<file path="src/inc/prw_regs.svh">
// Offsets, field positions and reset values of the register window block.
// Included by the package user files; definitions only.
`ifndef PRW_REGS_SVH
`define PRW_REGS_SVH
// APB register byte addresses
`define PRW_APB_CTRL 12'h000
`define PRW_APB_STAT 12'h004
`define PRW_APB_RELOC 12'h008
// Control register fields
`define PRW_CTRL_BUS8 0
`define PRW_CTRL_CASCADE 1
// Relocation register layout and reset value
`define PRW_RELOC_RESET 16'h00ff
`define PRW_RELOC_MEM 12
`define PRW_RELOC_ET 14
`define PRW_RELOC_MASK 16'h5fff
// Fixed offsets inside the window; coprocessor I/O page and its start offset
`define PRW_OFF_RELOC 8'ha8
`define PRW_OFF_TMR_LO 8'h30
`define PRW_OFF_TMR_HI 8'h47
`define PRW_COP_BASE 8'h00
`define PRW_COP_LO 8'hf8
// One bit per window word: set where a register is assigned
`define PRW_ASSIGNED 128'h00000000_5f1fffff_3f3fff0b_ff00fffe
`endif

</file>
<file path="src/inc/prw_pkg.sv">
// Types shared by the register window block and its users.
// Assumes prw_regs.svh is included by files that need the constants.
package prw_pkg;
    // Request from the execution and bus interface units
    typedef struct packed {
        logic valid;
        logic is_mem;
        logic write;
        logic word;
        logic [19:0] addr;
        logic [15:0] wdata;
    } prw_req_t;

    // Mirror of the access on the external pins
    typedef struct packed {
        logic valid;
        logic is_mem;
        logic write;
        logic byte8;
        logic [19:0] addr;
        logic [15:0] wdata;
    } prw_ext_t;

    typedef enum logic [5:0] {
        ST_IDLE = 6'h01,
        ST_ACC = 6'h02,
        ST_WAIT = 6'h04,
        ST_SEC = 6'h08,
        ST_EXTW = 6'h10,
        ST_FIN = 6'h20
    } prw_state_t;
endpackage : prw_pkg

</file>
<file path="src/rtl/prw_mem.sv">
// Word store behind the peripheral bus, 128 words of 16 bits.
// Assumes one access per cycle; read data come from a register.
`timescale 1ns/10ps
module prw_mem (
    // Clock and reset
    input wire logic pclk,
    input wire logic presetn,
    // Write port
    input wire logic we,
    input wire logic [6:0] waddr,
    input wire logic [15:0] wdata,
    // Read port
    input wire logic re,
    input wire logic [6:0] raddr,
    output logic [15:0] rdata
);
    logic [15:0] mem [0:127];

    always_ff @(posedge pclk) begin
        if (we) begin
            mem[waddr] <= wdata;
        end
    end

    always_ff @(posedge pclk or negedge presetn) begin
        if (!presetn) begin
            rdata <= 16'h0000;
        end else if (re) begin
            rdata <= mem[raddr];
        end
    end
endmodule : prw_mem

</file>
<file path="src/rtl/prw_sync.sv">
// Three-stage synchroniser for a pin level.
// Assumes the input is asynchronous to pclk.
`timescale 1ns/10ps
module prw_sync (
    // Clock and reset
    input wire logic pclk,
    input wire logic presetn,
    // Pin and clean level
    input wire logic pin,
    output logic level
);
    logic s1;
    logic s2;
    logic s3;

    always_ff @(posedge pclk or negedge presetn) begin
        if (!presetn) begin
            s1 <= 1'b0;
            s2 <= 1'b0;
            s3 <= 1'b0;
        end else begin
            s1 <= pin;
            s2 <= s1;
            s3 <= s2;
        end
    end

    // Level moves only once two late stages agree
    always_ff @(posedge pclk or negedge presetn) begin
        if (!presetn) begin
            level <= 1'b0;
        end else if (s2 == s3) begin
            level <= s3;
        end
    end
endmodule : prw_sync

</file>
<file path="src/rtl/prw_window.sv">
// Access and relocation logic of the peripheral register window.
// Assumes the core presents one request at a time and waits for ready.
`timescale 1ns/10ps
`include "prw_regs.svh"

module prw_window (
    // Clock and reset
    input wire logic pclk,
    input wire logic presetn,
    // APB slave
    input wire logic psel,
    input wire logic penable,
    input wire logic pwrite,
    input wire logic [11:0] paddr,
    input wire logic [31:0] pwdata,
    output logic [31:0] prdata,
    output logic pready,
    output logic pslverr,
    // Core request and answer
    input wire prw_pkg::prw_req_t cpu_req,
    output logic cpu_hit,
    output logic cpu_busy,
    output logic cpu_ready,
    output logic [15:0] cpu_rdata,
    output logic cpu_rdata_hi,
    // External bus mirror
    input wire logic ext_ready_pin,
    output prw_pkg::prw_ext_t ext_cyc,
    output logic ext_ready_ignore,
    // Coprocessor interface
    output logic cop_sel,
    output logic esc_trap
);
    prw_pkg::prw_state_t st;
    prw_pkg::prw_state_t next_st;
    prw_pkg::prw_req_t req;
    logic [15:0] reloc;
    logic bus8;
    logic cascade;
    logic ext_ready_s;
    logic [15:0] mem_q;
    logic mem_we;
    logic [15:0] store_word;
    logic [7:0] off;
    logic take;
    logic sec_hit;
    logic [19:0] sec_addr;
    logic apb_wr;
    logic [15:0] rd_word;

    // One bit per window word, indexable copy of the assigned map
    localparam logic [127:0] assigned_map = `PRW_ASSIGNED;
    localparam logic [6:0] reloc_word = 7'(`PRW_OFF_RELOC >> 1);

    function automatic logic win_hit(input logic [15:0] r,
                                     input logic is_mem,
                                     input logic [19:0] a);
        logic io_ok;
        logic mem_ok;
        io_ok = !is_mem && !r[`PRW_RELOC_MEM]
            && (a[15:8] == r[7:0]);
        mem_ok = is_mem && r[`PRW_RELOC_MEM]
            && (a[19:8] == r[11:0]);
        return io_ok || mem_ok;
    endfunction : win_hit

    function automatic logic is_timer(input logic [7:0] o);
        return (o >= `PRW_OFF_TMR_LO) && (o <= `PRW_OFF_TMR_HI);
    endfunction : is_timer

    assign off = req.addr[7:0];
    assign take = (st == prw_pkg::ST_IDLE) && cpu_req.valid
        && cpu_hit;
    assign sec_addr = req.addr + 20'h00001;
    assign sec_hit = win_hit(reloc, req.is_mem, sec_addr);

    // Core-facing decode
    always_comb begin
        cpu_hit = win_hit(reloc, cpu_req.is_mem, cpu_req.addr);
    end

    assign cpu_busy = (st != prw_pkg::ST_IDLE);
    assign cpu_ready = (st == prw_pkg::ST_FIN);

    // Window claims the coprocessor range before the coprocessor does
    always_comb begin
        cop_sel = cpu_req.valid && !cpu_req.is_mem
            && (cpu_req.addr[15:8] == `PRW_COP_BASE)
            && (cpu_req.addr[7:0] >= `PRW_COP_LO)
            && !cpu_hit;
    end

    assign esc_trap = reloc[`PRW_RELOC_ET] || bus8;

    // External ready is marked ignored outside idle and the wait on it, and always when cascaded at I/O page 00
    always_comb begin
        ext_ready_ignore = (st != prw_pkg::ST_IDLE)
            && (st != prw_pkg::ST_EXTW);
        if (cascade && !reloc[`PRW_RELOC_MEM]
            && (reloc[7:0] == 8'h00)) begin
            ext_ready_ignore = 1'b1;
        end
    end

    prw_sync u_rdy_sync (
        .pclk(pclk),
        .presetn(presetn),
        .pin(ext_ready_pin),
        .level(ext_ready_s)
    );

    // Sequencer
    always_comb begin
        next_st = st;
        case (st)
            prw_pkg::ST_IDLE: begin
                if (take) begin
                    next_st = prw_pkg::ST_ACC;
                end
            end
            prw_pkg::ST_ACC: begin
                if (is_timer(off)) begin
                    next_st = prw_pkg::ST_WAIT;
                end else if (bus8 && req.word) begin
                    next_st = prw_pkg::ST_SEC;
                end else begin
                    next_st = prw_pkg::ST_FIN;
                end
            end
            prw_pkg::ST_WAIT: begin
                if (bus8 && req.word) begin
                    next_st = prw_pkg::ST_SEC;
                end else begin
                    next_st = prw_pkg::ST_FIN;
                end
            end
            prw_pkg::ST_SEC: begin
                if (sec_hit) begin
                    next_st = prw_pkg::ST_FIN;
                end else begin
                    next_st = prw_pkg::ST_EXTW;
                end
            end
            prw_pkg::ST_EXTW: begin
                if (ext_ready_s) begin
                    next_st = prw_pkg::ST_FIN;
                end
            end
            prw_pkg::ST_FIN: begin
                next_st = prw_pkg::ST_IDLE;
            end
            default: begin
                next_st = prw_pkg::ST_IDLE;
            end
        endcase
    end

    always_ff @(posedge pclk or negedge presetn) begin
        if (!presetn) begin
            st <= prw_pkg::ST_IDLE;
        end else begin
            st <= next_st;
        end
    end

    // Captured request
    always_ff @(posedge pclk or negedge presetn) begin
        if (!presetn) begin
            req <= '0;
        end else if (take) begin
            req <= cpu_req;
        end
    end

    // External cycle mirror, second cycle on the eight-bit bus
    always_ff @(posedge pclk or negedge presetn) begin
        if (!presetn) begin
            ext_cyc <= '0;
        end else if (take) begin
            ext_cyc.valid <= 1'b1;
            ext_cyc.is_mem <= cpu_req.is_mem;
            ext_cyc.write <= cpu_req.write;
            ext_cyc.byte8 <= bus8;
            ext_cyc.addr <= cpu_req.addr;
            ext_cyc.wdata <= cpu_req.wdata;
        end else if (next_st == prw_pkg::ST_SEC) begin
            ext_cyc.valid <= 1'b1;
            ext_cyc.addr <= sec_addr;
            ext_cyc.wdata <= {8'h00, req.wdata[15:8]};
        end else begin
            ext_cyc.valid <= 1'b0;
        end
    end

    // Full word always stored; odd target swaps the bytes
    always_comb begin
        if (req.addr[0]) begin
            store_word = {req.wdata[7:0], req.wdata[15:8]};
        end else begin
            store_word = req.wdata;
        end
    end

    assign mem_we = (st == prw_pkg::ST_ACC) && req.write
        && assigned_map[off[7:1]] && (off != `PRW_OFF_RELOC);

    prw_mem u_mem (
        .pclk(pclk),
        .presetn(presetn),
        .we(mem_we),
        .waddr(off[7:1]),
        .wdata(store_word),
        .re(take),
        .raddr(cpu_req.addr[7:1]),
        .rdata(mem_q)
    );

    // Relocation register, written once per access
    always_ff @(posedge pclk or negedge presetn) begin
        if (!presetn) begin
            reloc <= `PRW_RELOC_RESET;
        end else if ((st == prw_pkg::ST_ACC) && req.write
                     && (off == `PRW_OFF_RELOC)) begin
            reloc <= store_word & `PRW_RELOC_MASK;
        end
    end

    // Relocation word comes from its own flops, the rest from the store
    assign rd_word = (off[7:1] == reloc_word) ? reloc : mem_q;

    // Read answer; unassigned words return whatever the store holds
    always_ff @(posedge pclk or negedge presetn) begin
        if (!presetn) begin
            cpu_rdata <= 16'h0000;
            cpu_rdata_hi <= 1'b0;
        end else if (st == prw_pkg::ST_ACC) begin
            if (req.word && off[0]) begin
                cpu_rdata <= {rd_word[7:0], rd_word[15:8]};
            end else if (req.word) begin
                cpu_rdata <= rd_word;
            end else if (off[0]) begin
                cpu_rdata <= {8'h00, rd_word[15:8]};
            end else begin
                cpu_rdata <= {8'h00, rd_word[7:0]};
            end
            cpu_rdata_hi <= req.word;
        end
    end

    // APB slave: zero wait, error on unmapped address
    assign pready = 1'b1;
    assign apb_wr = psel && penable && pwrite;

    always_ff @(posedge pclk or negedge presetn) begin
        if (!presetn) begin
            bus8 <= 1'b0;
            cascade <= 1'b0;
        end else if (apb_wr && (paddr == `PRW_APB_CTRL)) begin
            bus8 <= pwdata[`PRW_CTRL_BUS8];
            cascade <= pwdata[`PRW_CTRL_CASCADE];
        end
    end

    always_comb begin
        prdata = 32'h0000_0000;
        pslverr = 1'b0;
        case (paddr)
            `PRW_APB_CTRL: begin
                prdata[`PRW_CTRL_BUS8] = bus8;
                prdata[`PRW_CTRL_CASCADE] = cascade;
            end
            `PRW_APB_STAT: begin
                prdata[5:0] = st;
                prdata[8] = ext_ready_ignore;
                prdata[9] = esc_trap;
            end
            `PRW_APB_RELOC: begin
                prdata[15:0] = reloc;
            end
            default: begin
                pslverr = psel && penable;
            end
        endcase
    end
endmodule : prw_window

</file>
<file path="config.mk">
export PLATFORM = sky130hd
export DESIGN_NAME = prw_window
export DESIGN_NICKNAME = d
export VERILOG_FILES = /design/src/inc/prw_pkg.sv /design/src/rtl/prw_mem.sv /design/src/rtl/prw_sync.sv /design/src/rtl/prw_window.sv
export VERILOG_INCLUDE_DIRS = /design/src /design/src/inc
export SDC_FILE = /design/constraint.sdc
export NUM_CORES = 2
export LEC_CHECK = 0
export ABC_AREA = 1
export ABC_CLOCK_PERIOD_IN_PS = 12500
export BUFFER_PORTS_ARGS = -buffer_cell sky130_fd_sc_hd__buf_2
export CORE_MARGIN = 2
export CORE_UTILIZATION = 23
export DETAILED_ROUTE_END_ITERATION = 10
export GPL_TIMING_DRIVEN = 0
export HOLD_SLACK_MARGIN = 0.12
export PLACE_DENSITY = 0.48
export SLEW_MARGIN = 20
export SYNTH_ARGS = -nofsm -noshare
export SYNTH_HDL_FRONTEND = slang
export SYNTH_HIERARCHICAL = 1
export SYNTH_SLANG_ARGS = --single-unit
</file>
<file path="constraint.sdc">
create_clock -name pclk -period 12.5 [get_ports pclk]
set_input_delay 0 -clock pclk [delete_from_list [all_inputs] [get_ports pclk]]
set_output_delay 0 -clock pclk [all_outputs]
set_load 0.03 [all_outputs]
</file>
### Yosys cells after proc, flatten, opt, wreduce, memory -nomap -nowiden

Memories as Yosys holds them, arrays and structs flattened. A register that Yosys moved wholly into a read port is not among the register bits.
Cells that the tools add are included.
W data, S select, Z words.

* muxes and demuxes: 25
* add/sub/neg operators: 1
* equality and inequality tests: 19
* reduce and logical (&&, ||, !) cells: 40
* $lt $le $gt $ge: 4

Operators by type and width (number)
* $mux W36: 2
* $mux W16: 4
* $mux W6: 5
* $pmux W6 S5: 1
* $logic_and A1 B1 Y1: 27
* $eq A12 B12 Y1: 2
* $add A20 B1 Y20 const B: 1
* $eq A8 B8 Y1: 2
* $logic_not A8 Y1: 2
* $eq A12 B3 Y1 const B: 1
* $eq A12 B4 Y1 const B: 1
* $eq A6 B4 Y1 const B: 2
* $logic_not A12 Y1: 1
* $eq A8 B8 Y1 const B: 1
* $ge A8 B6 Y1 const B: 1
* $ge A8 B8 Y1 const B: 1
* $le A8 B7 Y1 const B: 1
* $lt A7 B8 Y1 const B: 1
* $mux W8: 1
* $ne A8 B8 Y1 const B: 1
* $pmux W4 S2: 1
* $eq A7 B7 Y1 const B: 1
* $mux W1: 7
* $eq A6 B1 Y1 const B: 1
* other kinds (15): 21

* output and inout port bits: 97
* memories kept: 2
* input bits: 90
* register bits after elaboration: 120
* ROM bits: 128
* RAM bits: 2048

Memory list
* u_mem.mem: depth 128, width 16, rd ports 1, clocked after Yosys merged registers in 1, wr ports 1, RTL line prw_mem.sv:17 `logic [15:0] mem [0:127];`
* (name not given): depth 128, width 1, rd ports 1, clocked after Yosys merged registers in 0, wr ports 0, RTL line prw_window.sv:205 `` && assigned_map[off[7:1]] && (off != `PRW_OFF_RELOC); ``

### Longest topological paths before layout

* word-level depth: 10
* mapped depth: 16
* mapped depth without buffers: 15

### Modules after synthesis

Netlist, hierarchy kept.

By module, submodules not included
* prw_mem: area each 83043.4 µm², seq. area each 61899.4 µm², cells an instance 6846, times used 1
* prw_window: area each 6618.8 µm², seq. area each 2914.0 µm², cells an instance 871, times used 1
* prw_sync: area each 116.4 µm², seq. area each 100.1 µm², cells an instance 8, times used 1

### Worst setup path after synthesis

OpenSTA, ideal clock, no wires.

* path kind: register to register
* start: register req (netlist bit off[0])
* end: memory u_mem.mem[0][14] (data pin)
* path buffers: 2
* library setup time: 1.207 ns
* stages on the path, launching flop included: 5
* clock period less this slack: 7.046 ns
* data arrival time: 5.840 ns
* path slack: 5.454 ns
* cells stage by stage: dfrtp_1 > buf_2 > inv_4 > clkbuf_1 > o21ai_0

* cells in the longest elaborated chain, start to end: 1

Ends and longest elaborated chain
* from (decl): RTL line prw_window.sv:36 `prw_pkg::prw_req_t req;`
* from (signal assigned): RTL line prw_window.sv:171 `req <= cpu_req;`
* $mux W16: RTL line prw_window.sv:197 `if (req.addr[0]) begin`
* via store_word[14]: RTL line prw_window.sv:43 `logic [15:0] store_word;`
* to (decl): RTL line prw_mem.sv:17

The timed path passes the listed nets, and every way through them passes these cells.

### Worst setup path after layout

* start: register req (netlist bit off[0])
* end: memory u_mem.mem[92][8] (enable)

* cells in the longest elaborated chain, start to end: 4

Ends and longest elaborated chain
* $ne A8 B8 Y1 (no line)
* $logic_and A1 B1 Y1: RTL line prw_window.sv:204 `assign mem_we = (st == prw_pkg::ST_ACC) && req.write`
* via mem_we: RTL line prw_window.sv:42 `logic mem_we;`
* $mux W1: RTL line prw_mem.sv:20 `if (we) begin`
* $mux W1 (implied by the code): RTL line prw_mem.sv:21 `mem[waddr] <= wdata;`

The timed path passes the listed nets, and every way through them passes these cells.

==> impl_metrics.yaml <==
detailed_routing:
  postRouteAntennaNets: 0
  vias: 67300
  wl_um: 374000
  drt_iter0_markers: 10300
  drc: 0
  firstDrtPassIters: 8
  via_per_inst: 4.88
  wl_per_cell_um: 27.1
timing:
  fin_crit_ns: 5.35
  hold_viol_final: 0
  period_share_pct: 42.8
  drv_slew: 0
  fin_ws_ns: 7.15
  rsz0062_at_grt: "no"
  tightest_slew_ns: 1.35
  fin_setup_tns_ns: 0
  max_freq_ghz: 0.187
  maxSlewHeadroom_pct: 10.1
  skew_ns: 0.111
  finalSetupViolations: 0
worst_setup_path:
  cp_slowest_cell: "nor2_4"
  cp_max_fo: 16
  worstSetupPathType: "reg2reg"
  max_stage_delay_ns: 0.78
  cp_data_required_time_ns: 12.99
  crit_family: "buffers and inverters"
  critPathCaptureType: "flip-flop"
  crit_arrival_ns: 5.84
  critPathBufInv: 5
  start_kind: "flip-flop"
  path_cells: "buf_2, inv_4, clkbuf_1, ha_1, nand4_1, nand4_1, a21oi_1, clkbuf_1, nand2_1, clkbuf_2, nor2_4"
global_routing:
  grt_max_degree: 74
  grt_antenna_before_repair: 24
  grt_pass1_wl_um: 508000
  grt_overflow_total: 0
  grt_pass1_vias: 63000
  grt_usage_pct: 18.2
synth:
  ys_seq_elements: 2184
  synth_area_mm2: 0.0898
  async_reset_ff_share_pct: 6.23
  synthCells: 7725
  synth_ff_type: "edfxtp_1"
  syn_avg_cell_area_um2: 11.6
  yosysSeqAreaShare_pct: 72.3
  ys_types: 50
  synth_edf_count: 2048
  yosysWarnings: 6
floorplan:
  die_x_um: 629
  die_h_um: 629
  die_area_mm2: 0.395
  start_util_pct: 23.1
  core_mm2: 0.389
  io-pin-count: 187
  std_cell_rows: 229
placement:
  dpl.hpwl_um: 270000
  dp_slack_ns: 7.34
  place.gp.congestion: 0.949
  portBuffers: 137
  dp_cells: 13300
finish:
  final_common_cell: "nand2_1"
  num-fill-cells: 39800
  fin_nets: 8504
  finalNonFillerCells: 13800
  multi_input_area_mm2: 0.0228
  final_cell_mix: "nand2_1 (2371), nand3_1 (2105), edfxtp_1 (2048)"
  regArea_mm2: 0.0649
  layout-drive-gt1-share_pct: 14.7
  syn2layout_area_growth_pct: 24.1
clock_tree:
  h-tree-depth: 4
  path_clk_slew_ns: 0.06
  cts.sinks: 2184
  cts_buffer_depth: 3
  cts_resized: 0
  ctsRootBufferMaster: "clkbuf_16"
  cts_tree: "yes"
  numCtsBuffers: 231
  clk_latency_ns: 0.96
power_and_ir_drop:
  cellLeakagePower_nw: 39.7
  powerDensity_mw_per_mm2: 146
  irDropWorstVdd_mv: 0.132
  finalPower_mw: 16.3
run_status:
  status: "finished, final reports clean"
worst_hold_path:
  hold_path.class: "in2async"
run:
  maxCapViolations: 0
==> synth_stat cells (6+ instances only) <==
cell / number / area (µm²)
nand2_1: 2371 / 8900
nand3_1: 2105 / 10500
edfxtp_1: 2048 / 61500
buf_2: 302 / 1510
nor2_1: 194 / 728
dfrtp_1: 127 / 3180
inv_1: 110 / 413
clkbuf_1: 82 / 308
buf_4: 74 / 556
o21ai_0: 69 / 345
buf_1: 40 / 150
a21oi_1: 19 / 95.1
buf_6: 19 / 214
o22ai_1: 19 / 119
nor3_1: 18 / 90.1
nand4_1: 13 / 81.3
o21ai_1: 11 / 55.1
dfstp_2: 9 / 236
inv_2: 9 / 33.8
nand2_2: 9 / 56.3
o22a_1: 8 / 70.1
nor2_4: 7 / 78.8
xnor2_1: 7 / 61.3
xor2_1: 6 / 52.6
==> worst paths after layout <==
check / startpoint / to / slack [ns] / cells after the start
setup / recovery: off[0] / u_mem/mem[92][8] / 7.15 / 11
hold / removal: presetn / req[31] / 0.27 / 4
setup reg to reg: off[0] / u_mem/mem[92][8] / 7.15 / 11
hold reg to reg: u_rdy_sync/s1 / u_rdy_sync/s2 / 0.35 / 0
max in group asynchronous: presetn / ext_cyc[3] / 11.48 / 5
min in group pclk: u_rdy_sync/s1 / u_rdy_sync/s2 / 0.35 / 0
==> cells by family (layout without fill, tap and decap cells) <==
family	after synthesis	after routing	synth area share [%]
other	2	25	0.00837
DFF	2184	2184	72.3
buffers and inverters	639	1506	3.57
muxes	2	2	0.0251
adders and majority gates	2	2	0.0279
xor gates and xnor gates	14	14	0.152
and+or+nand+nor	4740	4740	23.0
AOI/OAI and AO/OA	142	142	0.914
==> worst register-to-register path: stages, from the launching register on <==
cell      delay [ns]
dfrtp_1         0.34
buf_2           0.42
inv_4           0.21
clkbuf_1        0.41
ha_1            0.35
nand4_1         0.17
nand4_1         0.13
a21oi_1         0.70
clkbuf_1        0.43
nand2_1         0.37
clkbuf_2        0.60
nor2_4          0.78
==> routing by layer <==
| layer | up-vias | part of all wire [%] | routed length (µm) | global-route usage (%) |
|---|---|---|---|---|
| met2 | 3866 | 45 | 169000 | 28.8 |
| met4 | 4 | 4.5 | 16900 | 7.66 |
| met3 | 686 | 9.6 | 36000 | 3.27 |
| met1 | 34100 | 41 | 151000 | 24.5 |
| met5 | - | 0.0072 | 27 | 0 |
| li1 | 28700 | - | - | - |
==> what timing repair did <==
action / in CTS / in global routing
endpoints found under the hold margin: 224 / 0
hold buffers: 105 / 0
setup buffers: 0 / 0
==> report_power, final <==
group,switching [mW],internal (mW)
sequential,0.0124,8.03
combinational,0.998,0.355
clock,3.02,3.88
total,4.03,12.3
==> through the flow <==
stage          hold slack, ns  util, %  cell area [µm²]
4_1_cts                 0.202     28.7           111000
6_report                0.271     28.7           111000
5_1_grt                 0.303     28.7           111000
3_5_place_dp          0.00106     26.4           103000
2_1_floorplan          -0.296        -            89800
3_3_place_gp            0.114     25.0            97000
==> registers in the layout, summed over array words and instances, names as in the netlist <==
| name | flops |
|---|---|
| cpu_rdata_hi | 1 |
| req | 29 |
| off | 8 |
| u_mem/rdata | 16 |
| bus8 | 1 |
| cascade | 1 |
| u_rdy_sync/level | 1 |
| st | 6 |
| ext_cyc | 40 |
| u_rdy_sync/s3 | 1 |
| u_rdy_sync/s1 | 1 |
| u_rdy_sync/s2 | 1 |
| u_mem/mem | 2048 |
| cpu_rdata | 16 |
| reloc | 14 |
==> cell type report <==
cell class	instances	area share, %
Timing Repair Buffer	437	5.81
Clock inverter	138	1.32
Sequential cell	2184	58.2
Antenna cell	6	0.0135
Inverter	122	0.418
Clock buffer	292	5.46
Multi-Input combinational cell	4919	20.4
Buffer	517	2.48
Tap cell	5197	5.83
Note: power is estimated with default switching activity, not from simulation.
